[config.mk]
export PLATFORM = sky130hd
export DESIGN_NAME = ppm_port_pin_override_mux
export DESIGN_NICKNAME = d
export VERILOG_FILES = /design/src/ppm_port_pin_override_mux.v
export VERILOG_INCLUDE_DIRS = /design/src /design/src/src
export SDC_FILE = /design/constraint.sdc
export NUM_CORES = 1
export LEC_CHECK = 0
export BUFFER_PORTS_ARGS = -buffer_cell sky130_fd_sc_hd__buf_2
export CORE_MARGIN = 3
export CORE_UTILIZATION = 40
export CTS_BUF_LIST = sky130_fd_sc_hd__clkbuf_8
export CTS_CLUSTER_SIZE = 8
export DETAILED_ROUTE_END_ITERATION = 10
export GPL_TIMING_DRIVEN = 0
export PLACE_DENSITY = 0.73
export SLEW_MARGIN = 20
export SYNTH_ARGS = -nofsm -noshare
export SYNTH_HDL_FRONTEND = slang
export SYNTH_SLANG_ARGS = --single-unit
[constraint.sdc]
create_clock -name CLK -period 3 [get_ports CLK]
set_input_delay 0.45 -clock CLK [delete_from_list [all_inputs] [get_ports CLK]]
set_output_delay 0.45 -clock CLK [all_outputs]
set_load 0.02 [all_outputs]
[src/ppm_defs.vh]
/*
 * constants of the port pin override mux: register indexes, field
 * positions, reset values and widths.
 * assumes: included by its bare name from the design file.
 */
`ifndef PPM_DEFS_VH
`define PPM_DEFS_VH

// widths
`define PPM_PINS           8
`define PPM_AW             4
`define PPM_DW             8

// register indexes on the plain register port
`define PPM_ADDR_OUT       4'h0
`define PPM_ADDR_DIR       4'h1
`define PPM_ADDR_PIN       4'h2
`define PPM_ADDR_CTRL      4'h3
`define PPM_ADDR_STAT      4'h4
`define PPM_ADDR_CLR       4'h5
`define PPM_ADDR_IEN       4'h6

// control register fields
`define PPM_CTRL_PUD       0
`define PPM_CTRL_LCD_DRIVE_ENABLE     1
`define PPM_CTRL_DUTY_LO   2
`define PPM_CTRL_DUTY_HI   3
`define PPM_CTRL_SENSE_LO  4
`define PPM_CTRL_SENSE_HI  5

// external interrupt sense encodings
`define PPM_SENSE_LEVEL    2'h0
`define PPM_SENSE_ANY      2'h1
`define PPM_SENSE_FALL     2'h2
`define PPM_SENSE_RISE     2'h3

// status / enable / clear fields
`define PPM_ST_EXTINT      0
`define PPM_ST_CHANGE      1
`define PPM_ST_W           2

// pin that carries the external interrupt
`define PPM_EXTINT_PIN     7

// reset values
`define PPM_RST_OUT        8'h00
`define PPM_RST_DIR        8'h00
`define PPM_RST_CTRL       6'h00
`define PPM_RST_STAT       2'h0
`define PPM_RST_IEN        2'h0
`define PPM_RST_SYNC       8'h00

`endif

[src/ppm_port_pin_override_mux.v]
/*
 * one eight-pin general purpose port with alternate function overrides,
 * deep sleep input clamp, an external interrupt on one pin and the lcd
 * backplane/frontplane mapping of the first port.
 * assumes: override enables and values come from the peripheral modules
 * on CLK; SLEEP comes from the sleep controller on CLK; PAD_IN and
 * ANALOG_PATH_I arrive from the pads asynchronously.
 * limits: the lcd drive lines are analog and are not muxed here; the
 * digital input to the alternate functions is raw and its consumer
 * synchronises it; the port read path has its own two flip-flops.
 * pull-ups follow the reset pin directly so they stay off in reset.
 */
`timescale 1ns/100ps
`include "ppm_defs.vh"

//////////////////////////////////////////////////////////////////////////////
// Contract
// - clamp digital input low during deep sleep
// - enabled external interrupt pin escapes the clamp
// - clamp release sets flag of disabled edge interrupt
// - all pull-ups off while reset active
// - pull-up from override, else dir/out/pud 010
// - driver enable from direction override or bit
// - driven value from value override or bit
// - toggle override inverts stored output bit
// - input enable from override, else sleep state
// - raw input to alternates, consumer synchronizes
// - analog path straight to pad, both ways
// - overrides come from owning peripheral modules
// - low pins backplanes, high pins frontplanes
// - lcd enable forces high pins off, segments
// - low pins forced per duty select, pin0 always
// - direction bit output, output bit pulls up
// - writing one to input bit toggles output
module ppm_port_pin_override_mux (
    // clock and reset
    input  wire                  CLK,
    input  wire                  RST_N,
    // register port
    input  wire [`PPM_AW-1:0]    ADDR,
    input  wire [`PPM_DW-1:0]    WDATA,
    input  wire                  WR,
    input  wire                  RD,
    output reg  [`PPM_DW-1:0]    RDATA,
    // interrupt
    output wire                  IRQ,
    // sleep controller
    input  wire                  SLEEP,
    // alternate function overrides, one bit per pin
    input  wire [`PPM_PINS-1:0]  PULLUP_OVERRIDE_EN,
    input  wire [`PPM_PINS-1:0]  PULLUP_OVERRIDE_VAL,
    input  wire [`PPM_PINS-1:0]  DIR_OVERRIDE_EN,
    input  wire [`PPM_PINS-1:0]  DIR_OVERRIDE_VAL,
    input  wire [`PPM_PINS-1:0]  VALUE_OVERRIDE_EN,
    input  wire [`PPM_PINS-1:0]  VALUE_OVERRIDE_VAL,
    input  wire [`PPM_PINS-1:0]  TOGGLE_OVERRIDE_EN,
    input  wire [`PPM_PINS-1:0]  INPUT_EN_OVERRIDE_EN,
    input  wire [`PPM_PINS-1:0]  INPUT_EN_OVERRIDE_VAL,
    // digital input to alternate functions
    output wire [`PPM_PINS-1:0]  ALT_DIGITAL_IN,
    // lcd drive lines
    input  wire [3:0]            BACKPLANE_LINES,
    input  wire [3:0]            FRONTPLANE_LINES,
    // analog path, three-signal form
    input  wire [`PPM_PINS-1:0]  ANALOG_PATH_I,
    output wire [`PPM_PINS-1:0]  ANALOG_PATH_O,
    output wire [`PPM_PINS-1:0]  ANALOG_PATH_OE,
    // pads
    input  wire [`PPM_PINS-1:0]  PAD_IN,
    output wire [`PPM_PINS-1:0]  PAD_OUT,
    output wire [`PPM_PINS-1:0]  PAD_OE,
    output wire [`PPM_PINS-1:0]  PAD_PULLUP
);

    //////////////////////////////////////////////////////////////////////////
    // state
    reg  [`PPM_PINS-1:0]  out_q;
    reg  [`PPM_PINS-1:0]  out_d;
    reg  [`PPM_PINS-1:0]  dir_q;
    reg  [5:0]            ctrl_q;
    reg  [`PPM_ST_W-1:0]  stat_q;
    reg  [`PPM_ST_W-1:0]  stat_d;
    reg  [`PPM_ST_W-1:0]  ien_q;
    reg  [`PPM_PINS-1:0]  sync1_q;
    reg  [`PPM_PINS-1:0]  sync2_q;
    reg  [`PPM_PINS-1:0]  prev_q;
    reg                   edge_hit;
    reg  [`PPM_DW-1:0]    rdata_d;

    wire                  pullup_global_disable;
    wire                  lcd_en;
    wire [1:0]            duty;
    wire [1:0]            sense;
    wire                  extint_en;
    wire [`PPM_PINS-1:0]  lcd_mask;
    wire [`PPM_PINS-1:0]  pu_oe;
    wire [`PPM_PINS-1:0]  pu_ov;
    wire [`PPM_PINS-1:0]  dd_oe;
    wire [`PPM_PINS-1:0]  dd_ov;
    wire [`PPM_PINS-1:0]  die_oe;
    wire [`PPM_PINS-1:0]  die_ov;
    wire [`PPM_PINS-1:0]  clamp_escape;
    wire [`PPM_PINS-1:0]  dig_in_en;
    wire [`PPM_PINS-1:0]  gated_in;
    wire                  ext_now;
    wire                  ext_was;
    reg  [3:0]            lcd_low;
    wire [`PPM_ST_W-1:0]  irq_src;

    // write strobes per register
    wire                  wr_out;
    wire                  wr_dir;
    wire                  wr_pin;
    wire                  wr_ctrl;
    wire                  wr_clr;
    wire                  wr_ien;
    genvar                gi;

    // interrupt pin event terms and the port change term
    wire                  low_hit;
    wire                  any_hit;
    wire                  fall_hit;
    wire                  rise_hit;
    wire                  any_change;

    //////////////////////////////////////////////////////////////////////////
    // control fields
    assign pullup_global_disable       = ctrl_q[`PPM_CTRL_PUD];
    assign lcd_en    = ctrl_q[`PPM_CTRL_LCD_DRIVE_ENABLE];
    assign duty      = ctrl_q[`PPM_CTRL_DUTY_HI:`PPM_CTRL_DUTY_LO];
    assign sense     = ctrl_q[`PPM_CTRL_SENSE_HI:`PPM_CTRL_SENSE_LO];
    assign extint_en = ien_q[`PPM_ST_EXTINT];

    //////////////////////////////////////////////////////////////////////////
    // write decode, one strobe per register
    assign wr_out  = WR && (ADDR == `PPM_ADDR_OUT);
    assign wr_dir  = WR && (ADDR == `PPM_ADDR_DIR);
    assign wr_pin  = WR && (ADDR == `PPM_ADDR_PIN);
    assign wr_ctrl = WR && (ADDR == `PPM_ADDR_CTRL);
    assign wr_clr  = WR && (ADDR == `PPM_ADDR_CLR);
    assign wr_ien  = WR && (ADDR == `PPM_ADDR_IEN);

    //////////////////////////////////////////////////////////////////////////
    // low pins taken per duty select, pin0 always
    always @* begin
        case (duty)
            2'h0:    lcd_low = 4'h1;
            2'h1:    lcd_low = 4'h3;
            2'h2:    lcd_low = 4'h7;
            default: lcd_low = 4'hf;
        endcase
    end

    // lcd takeover mask: high pins segments, low pins backplanes
    // pins 4 to 7 always go to the lcd while it is on
    assign lcd_mask[7:4] = {4{lcd_en}};
    assign lcd_mask[3:0] = {4{lcd_en}} & lcd_low;

    //////////////////////////////////////////////////////////////////////////
    // merge peripheral overrides with the lcd forced-off overrides
    assign pu_oe  = PULLUP_OVERRIDE_EN | lcd_mask;
    assign pu_ov  = PULLUP_OVERRIDE_VAL & ~lcd_mask;
    assign dd_oe  = DIR_OVERRIDE_EN | lcd_mask;
    assign dd_ov  = DIR_OVERRIDE_VAL & ~lcd_mask;
    assign die_oe = INPUT_EN_OVERRIDE_EN | lcd_mask;
    assign die_ov = INPUT_EN_OVERRIDE_VAL & ~lcd_mask;

    //////////////////////////////////////////////////////////////////////////
    // clamp escape for the enabled external interrupt pin
    // only that pin can escape; every other pin clamps in sleep unless its input enable is overridden
    assign clamp_escape = extint_en ? (8'h01 << `PPM_EXTINT_PIN) : 8'h00;

    //////////////////////////////////////////////////////////////////////////
    // per-pin mux: driver, value, pull-up and input enable
    generate
        for (gi = 0; gi < `PPM_PINS; gi = gi + 1) begin : g_pin
            wire drive_en;
            wire drive_val;
            wire pu_soft;
            wire pu_sel;
            wire in_soft;
            wire in_sel;
            // driver enable from direction override or bit
            assign drive_en  = dd_oe[gi] ? dd_ov[gi] : dir_q[gi];
            // driven value from value override or output bit
            assign drive_val = VALUE_OVERRIDE_EN[gi] ? VALUE_OVERRIDE_VAL[gi]
                                                     : out_q[gi];
            // software pull-up only on an input pin with output bit one
            assign pu_soft   = ~dir_q[gi] & out_q[gi] & ~pullup_global_disable;
            assign pu_sel    = pu_oe[gi] ? pu_ov[gi] : pu_soft;
            // input enable follows sleep unless the pin escapes the clamp
            assign in_soft   = ~SLEEP | clamp_escape[gi];
            assign in_sel    = die_oe[gi] ? die_ov[gi] : in_soft;
            // pin outputs; an undriven pin shows zero
            assign PAD_OE[gi]     = drive_en;
            assign PAD_OUT[gi]    = drive_en & drive_val;
            assign PAD_PULLUP[gi] = RST_N & pu_sel;
            assign dig_in_en[gi]  = in_sel;
        end
    endgenerate

    // disabled or clamped inputs read as zero
    assign gated_in       = PAD_IN & dig_in_en;
    assign ALT_DIGITAL_IN = gated_in;

    //////////////////////////////////////////////////////////////////////////
    // analog path: straight pad level out, enabled on the lcd pins
    assign ANALOG_PATH_O  = ANALOG_PATH_I;
    assign ANALOG_PATH_OE = lcd_mask;

    //////////////////////////////////////////////////////////////////////////
    // first synchronizer stage
    // pad level is asynchronous; two stages before any reader
    always @(posedge CLK or negedge RST_N) begin
        if (!RST_N) begin
            sync1_q <= `PPM_RST_SYNC;
        end else begin
            sync1_q <= gated_in;
        end
    end

    // second stage, the only reader of the first
    // keeps a metastable first stage away from the logic
    always @(posedge CLK or negedge RST_N) begin
        if (!RST_N) begin
            sync2_q <= `PPM_RST_SYNC;
        end else begin
            sync2_q <= sync1_q;
        end
    end

    // previous synced value for edge detection
    // starts at the clamped level, so no false edge after reset
    always @(posedge CLK or negedge RST_N) begin
        if (!RST_N) begin
            prev_q <= `PPM_RST_SYNC;
        end else begin
            prev_q <= sync2_q;
        end
    end

    assign ext_now = sync2_q[`PPM_EXTINT_PIN];
    assign ext_was = prev_q[`PPM_EXTINT_PIN];

    // event terms of the interrupt pin and of the whole port
    assign low_hit    = ~ext_now;
    assign any_hit    = ext_now ^ ext_was;
    assign fall_hit   = ~ext_now & ext_was;
    assign rise_hit   = ext_now & ~ext_was;
    assign any_change = (sync2_q != prev_q);

    //////////////////////////////////////////////////////////////////////////
    // external interrupt detection, also while not enabled
    always @* begin
        case (sense)
            `PPM_SENSE_LEVEL: edge_hit = low_hit;
            `PPM_SENSE_ANY:   edge_hit = any_hit;
            `PPM_SENSE_FALL:  edge_hit = fall_hit;
            default:          edge_hit = rise_hit;
        endcase
    end

    //////////////////////////////////////////////////////////////////////////
    // next output bits: write, software toggle, override toggle
    // a write lands first so a toggle in the same cycle acts on it
    always @* begin
        out_d = out_q;
        if (wr_out) begin
            out_d = WDATA;
        end
        if (wr_pin) begin
            out_d = out_d ^ WDATA;
        end
        out_d = out_d ^ TOGGLE_OVERRIDE_EN;
    end

    //////////////////////////////////////////////////////////////////////////
    // sticky status: set wins over clear
    // an event in the clearing cycle must not be lost
    always @* begin
        stat_d = stat_q;
        if (wr_clr) begin
            stat_d = stat_q & ~WDATA[`PPM_ST_W-1:0];
        end
        if (edge_hit) begin
            stat_d[`PPM_ST_EXTINT] = 1'b1;
        end
        if (any_change) begin
            stat_d[`PPM_ST_CHANGE] = 1'b1;
        end
    end

    //////////////////////////////////////////////////////////////////////////
    // output bits and sticky status
    always @(posedge CLK or negedge RST_N) begin
        if (!RST_N) begin
            out_q  <= `PPM_RST_OUT;
            stat_q <= `PPM_RST_STAT;
        end else begin
            out_q  <= out_d;
            stat_q <= stat_d;
        end
    end

    // direction bits, all inputs after reset
    always @(posedge CLK or negedge RST_N) begin
        if (!RST_N) begin
            dir_q <= `PPM_RST_DIR;
        end else if (wr_dir) begin
            dir_q <= WDATA;
        end
    end

    // control: pull-up disable, lcd enable, duty, sense
    // lcd stays off after reset so the pins start tri-stated
    always @(posedge CLK or negedge RST_N) begin
        if (!RST_N) begin
            ctrl_q <= `PPM_RST_CTRL;
        end else if (wr_ctrl) begin
            ctrl_q <= WDATA[5:0];
        end
    end

    // interrupt enables
    // the enable also decides whether the interrupt pin escapes the clamp
    always @(posedge CLK or negedge RST_N) begin
        if (!RST_N) begin
            ien_q <= `PPM_RST_IEN;
        end else if (wr_ien) begin
            ien_q <= WDATA[`PPM_ST_W-1:0];
        end
    end

    //////////////////////////////////////////////////////////////////////////
    // read decode, unmapped reads zero
    always @* begin
        if (ADDR == `PPM_ADDR_OUT) begin
            rdata_d = out_q;
        end else if (ADDR == `PPM_ADDR_DIR) begin
            rdata_d = dir_q;
        end else if (ADDR == `PPM_ADDR_PIN) begin
            rdata_d = sync2_q;
        end else if (ADDR == `PPM_ADDR_CTRL) begin
            rdata_d = {2'h0, ctrl_q};
        end else if (ADDR == `PPM_ADDR_STAT) begin
            rdata_d = {6'h00, stat_q};
        end else if (ADDR == `PPM_ADDR_IEN) begin
            rdata_d = {6'h00, ien_q};
        end else begin
            rdata_d = 8'h00;
        end
    end

    // read data stands only in the cycle after the strobe
    always @(posedge CLK or negedge RST_N) begin
        if (!RST_N) begin
            RDATA <= 8'h00;
        end else if (RD) begin
            RDATA <= rdata_d;
        end else begin
            RDATA <= 8'h00;
        end
    end

    // level interrupt from enabled sticky bits
    assign irq_src = stat_q & ien_q;
    assign IRQ     = |irq_src;

endmodule // ppm_port_pin_override_mux

# After elaboration in Yosys (flattened, before gate mapping)
# Cells that the tools add are included.
[op_classes]
eq_ne = 11
mux = 47
bitwise = 69
reduce_logical = 12
[ops]
columns = ["cell", "count"]
rows = [
  ["$mux W8", 7],
  ["$and A1 B1 Y1", 34],
  ["$mux W1", 34],
  ["$and A8 B8 Y8", 4],
  ["$or A8 B8 Y8", 3],
  ["$xor A8 B8 Y8", 2],
  ["$eq A4 B3 Y1 const B", 3],
  ["$not A1 Y1", 12],
  ["$pmux W4 S3", 1],
  ["$eq A4 B2 Y1 const B", 2],
  ["$ne A8 B8 Y1", 1],
  ["$not A8 Y8", 1],
  ["$or A1 B1 Y1", 8],
  ["$logic_and A1 B1 Y1", 6],
  ["$mux W2", 3],
  ["$mux W6", 1],
  ["$and A2 B2 Y2", 2],
  ["$and A4 B4 Y4", 1],
  ["$eq A2 B1 Y1 const B", 2],
  ["$eq A2 B2 Y1 const B", 2],
  ["$eq A4 B1 Y1 const B", 1],
  ["$logic_not A2 Y1", 2],
  ["$logic_not A4 Y1", 1],
  ["$reduce_bool A2 Y1", 2],
  ["other kinds (4)", 4],
]
[totals]
reg_bits = 58
in_bits = 113
out_inout_bits = 57

# Longest topological paths before layout
[depth]
word_depth = 8
ltp_mapped = 6

# Worst setup path before layout
# No wires, ideal clock.
[synth_timing]
kind = "reg2out"
from = "reg ctrl_q[1]"
to = "out PAD_OUT[3]"
arrival_ns = 1.402
required_ns = 2.550
slack_ns = 1.148
stages_incl_launch_ff = 5
n_path_buf = 1
path_cell_list = "dfrtp_1 -> clkbuf_1 -> nand3_1 -> inv_1 -> nor3_1"
[synth_via]
elab_chain_len = 5
[synth_rtl]
columns = ["item", "line_no", "text"]
rows = [
  ["start, declared", "ppm_port_pin_override_mux.v:80", "reg [5:0] ctrl_q;"],
  ["start signal, assigned", "ppm_port_pin_override_mux.v:318", "ctrl_q <= `PPM_RST_CTRL;"],
  ["start signal, assigned", "ppm_port_pin_override_mux.v:320", "ctrl_q <= WDATA[5:0];"],
  ["$and A4 B4 Y4 *", "ppm_port_pin_override_mux.v:157", "assign lcd_mask[3:0] = {4{lcd_en}} & lcd_low;"],
  ["net ANALOG_PATH_OE[3]", "ppm_port_pin_override_mux.v:67", "output wire [`PPM_PINS-1:0] ANALOG_PATH_OE,"],
  ["$not A8 Y8", "ppm_port_pin_override_mux.v:164", "assign dd_ov = DIR_OVERRIDE_VAL & ~lcd_mask;"],
  ["$and A8 B8 Y8", "ppm_port_pin_override_mux.v:164", ""],
  ["$mux W1 *", "ppm_port_pin_override_mux.v:184", "assign drive_en = dd_oe[gi] ? dd_ov[gi] : dir_q[gi];"],
  ["$and A1 B1 Y1 *", "ppm_port_pin_override_mux.v:196", "assign PAD_OUT[gi] = drive_en & drive_val;"],
  ["end, declared", "ppm_port_pin_override_mux.v:70", "output wire [`PPM_PINS-1:0] PAD_OUT,"],
]
# The timed path passes the listed nets; every way through them passes the cells marked *.

# Final worst setup path
[layout_timing]
from = "reg ctrl_q[1]"
to = "out PAD_OE[5]"
[layout_via]
elab_chain_len = 3
[layout_rtl]
columns = ["item", "line_no", "text"]
rows = [
  ["$not A8 Y8", "ppm_port_pin_override_mux.v:164", ""],
  ["$and A8 B8 Y8", "ppm_port_pin_override_mux.v:164", ""],
  ["$mux W1 *", "ppm_port_pin_override_mux.v:184", ""],
  ["end, declared", "ppm_port_pin_override_mux.v:71", "output wire [`PPM_PINS-1:0] PAD_OE,"],
]
# Mark *: on every way between the ends. The rest lies on a longest branch, timed or not.

==> flow_metrics.tcl <==
set metrics [dict create \
    pre_cts_slack_ns 0.7312 \
    p_per_area_nw_per_um2 607.2 \
    wl_um 8787 \
    gp_congestion 0.9025 \
    synth_top_area_share_pct 45.40 \
    synth-seq-cells 58 \
    netlist_instances 323 \
    drc 0 \
    grt_pass1_vias 2906 \
    fp.dieH_um 95.40 \
    clkLatencyLatePin_ns 0.33 \
    area_growth_pct 33.50 \
    crit_buf_inv 4 \
    async_reset_ff_share_pct 100.0 \
    cp_slowest_cell "dfrtp_1" \
    finalHoldViolCount 0 \
    drtIter0Drc 145 \
    wl_per_cell_um 14.94 \
    layout_min_cycle_time_ns 2.540 \
    crit_family "buffers and inverters" \
    crit_type "register to output pin" \
    cp_slowest_stage_delay_ns 0.46 \
    fin_crit_sh_pct 84.66 \
    p_sw_mw 0.9055 \
    yosysWarnings 0 \
    place_hpwl_um 6883 \
    postCtsSetupRepairBufs 0 \
    crit_arrival_ns 2.09 \
    cp-start-kind "register" \
    cp.required_ns 2.55 \
    max_cap_violations 0 \
    antenna_found_initial 0 \
    dpl_cell_area_um2 4079 \
    setup_ws_ns 0.4603 \
    synth_area_um2 3197 \
    seqPwrFrac_pct 41.9 \
    peakVddDrop_uv 293.2 \
    die_w_um 95.40 \
    drive_above_1_share_pct 44.17 \
    clockBufferDepth 2 \
    clkPwrFrac_pct 25.8 \
    cts_tree "done" \
    ant_nets 0 \
    core_um2 7486 \
    slew_headroom_pct 50.19 \
    grt_max_degree 63 \
    syn_avg_cell_area_um2 9.897 \
    synth.most_common_cell "dfrtp_1" \
    cp-end-kind "output pin" \
    via_count 2957 \
    start_util_pct 42.70 \
    io_buffers 151 \
    crit_chain "clkbuf_1 > buf_1 > nor2_1 > buf_4 > buf_2" \
    clockRootBuffer "clkbuf_8" \
    nets 600 \
    cts_resized 0 \
    yosysUniqueCellTypes 41 \
    cts-htree-levels 3 \
    clk_pin_slew_worst_paths_ns 0.06 \
    synthTopCellsByCount "dfrtp_1 (58), nor2_1 (33), a21oi_1 (30), buf_4 (22), o21ai_0 (20)" \
    postLayoutCellArea_um2 4268 \
    finalSetupViolCount 0 \
    rsz0062_at_grt "false" \
    tns_ns 0 \
    hold_path_class "input port to asynchronous set/reset pin" \
    routed_via_density 5.029 \
    slew_violations 0 \
    yosys_most_used_dff "dfrtp_1" \
    io_pins 170 \
    cp_max_fo 10 \
    rows 31 \
    synth.net_count 438 \
    num_antenna_cells 0 \
    grt_pass1_wl_um 13680 \
    synth-edff-count 0 \
    fin_skew_ns 0.006632 \
    outcome "finished clean" \
    synth_area_leaders "dfrtp_1 (45%), mux2_2 (6.0%), mux2i_1 (5.9%), buf_4 (5.2%), a21oi_1 (4.7%)" \
    fillCellCount 700 \
    ys_seq_area_share_pct 45.40 \
    die-area_um2 9101 \
    internal_power_mw 1.686 \
    combPwrFrac_pct 32.3 \
    max_slew.worst_pin.slew_ns 0.7472 \
    ctsHoldBuffers 0 \
    synth.largest_area_cell "dfrtp_1" \
    cts-buffers-inserted 9 \
    p_leak_nw 2.190 \
    numClockSinks 58 \
    grt.total_usage_pct 19.53 \
    max_freq_mhz 393.7 \
    dr.pass1.iters 4 \
    dp_cells 573 \
    swShare_pct 34.94 \
    stdcell_count 588 \
    overflow 0 \
]
==> registers in the layout, summed over array words and instances, names as in the netlist <==
| signal | flops |
|---|---|
| out_q | 8 |
| prev_q | 8 |
| stat_q | 2 |
| ctrl_q | 6 |
| sync1_q | 8 |
| dir_q | 8 |
| sync2_q | 8 |
| ien_q | 2 |
| RDATA | 8 |
==> worst paths after layout <==
kind / start / end / slack [ns] / depth (start not counted)
min in group CLK: TOGGLE_OVERRIDE_EN[5] / out_q[5] / 0.30 / 2
max in group asynchronous: RST_N / out_q[0] / 2.31 / 1
max: ctrl_q[1] / PAD_OE[5] / 0.46 / 5
min: RST_N / stat_q[0] / 0.19 / 1
max reg2reg: ctrl_q[0] / RDATA[0] / 1.50 / 5
min reg2reg: sync1_q[2] / sync2_q[2] / 0.34 / 0
==> metrics by stage <==
step	hold slack [ns]	utilization, %	total power, mW
floorplan	0.1544	-	1.620
global placement	0.3346	54.45	1.917
detailed placement	0.3347	54.49	1.945
CTS	0.2210	57.01	2.623
global route	0.2446	57.01	2.766
finish	0.1920	57.01	2.592
==> metal layers <==
metal  wire [um]  global-route usage (%)  share of wire [%]  vias up
met1        3512                   25.23                 40     1358
li1            -                       -                  -     1449
met4         153                   6.754                1.7        0
met2        4236                   31.84                 48      136
met3         885                   5.051                 10       14
met5           0                       0                  0        -
==> logic make-up (layout without fill, tap and decap cells) <==
| logic type | count (synthesis) | after routing | share of synthesized area, % |
|---|---|---|---|
| multiplexers | 36 | 36 | 11.94 |
| adder cells (fa/ha/maj) | 2 | 2 | 0.7827 |
| buffers and inverters | 40 | 206 | 7.828 |
| flip-flops | 58 | 58 | 45.40 |
| AO/OA/AOI/OAI | 67 | 67 | 12.41 |
| AND/OR/NAND/NOR | 105 | 105 | 17.53 |
| XOR/XNOR | 15 | 15 | 4.110 |
==> power groups by stage <==
stage	logic [mW]	clock network, mW	registers, mW
floorplan	0.579	0	1.04
global placement	0.820	0	1.10
detailed placement	0.845	0	1.10
CTS	0.847	0.689	1.09
global route	0.927	0.730	1.11
finish	0.838	0.669	1.09
==> cell usage in the layout (no fill, tap or decap), types with 2 or more instances in the layout <==
master,count
buf_2,152
dfrtp_1,58
nor2_1,33
a21oi_1,30
buf_4,23
o21ai_0,20
mux2i_1,19
mux2_2,17
nand2_1,16
clkbuf_8,13
nand3_1,11
nor3_1,10
inv_1,8
xor2_1,8
nor4b_1,8
xnor2_1,7
nor3b_1,6
clkbuf_1,5
nand2b_1,4
o31ai_1,4
and2_1,4
a21oi_2,4
and3_1,3
buf_6,2
a32oi_1,2
nor2b_1,2
nand4_1,2
ha_1,2
clkinv_2,2
==> final cells by class <==
cell class	instances	area (um2)	share of cell area, %
flip-flops and latches	58	1451	34.01
clock buffers	13	178.9	4.192
multi-input cells	225	1495	35.03
inverters	8	30.03	0.7036
clock inverters	2	10.01	0.2345
plain buffers	32	220.2	5.160
repair buffers	151	758.2	17.77
well taps	99	123.9	2.902
Note: power is estimated with default switching activity, not from simulation.
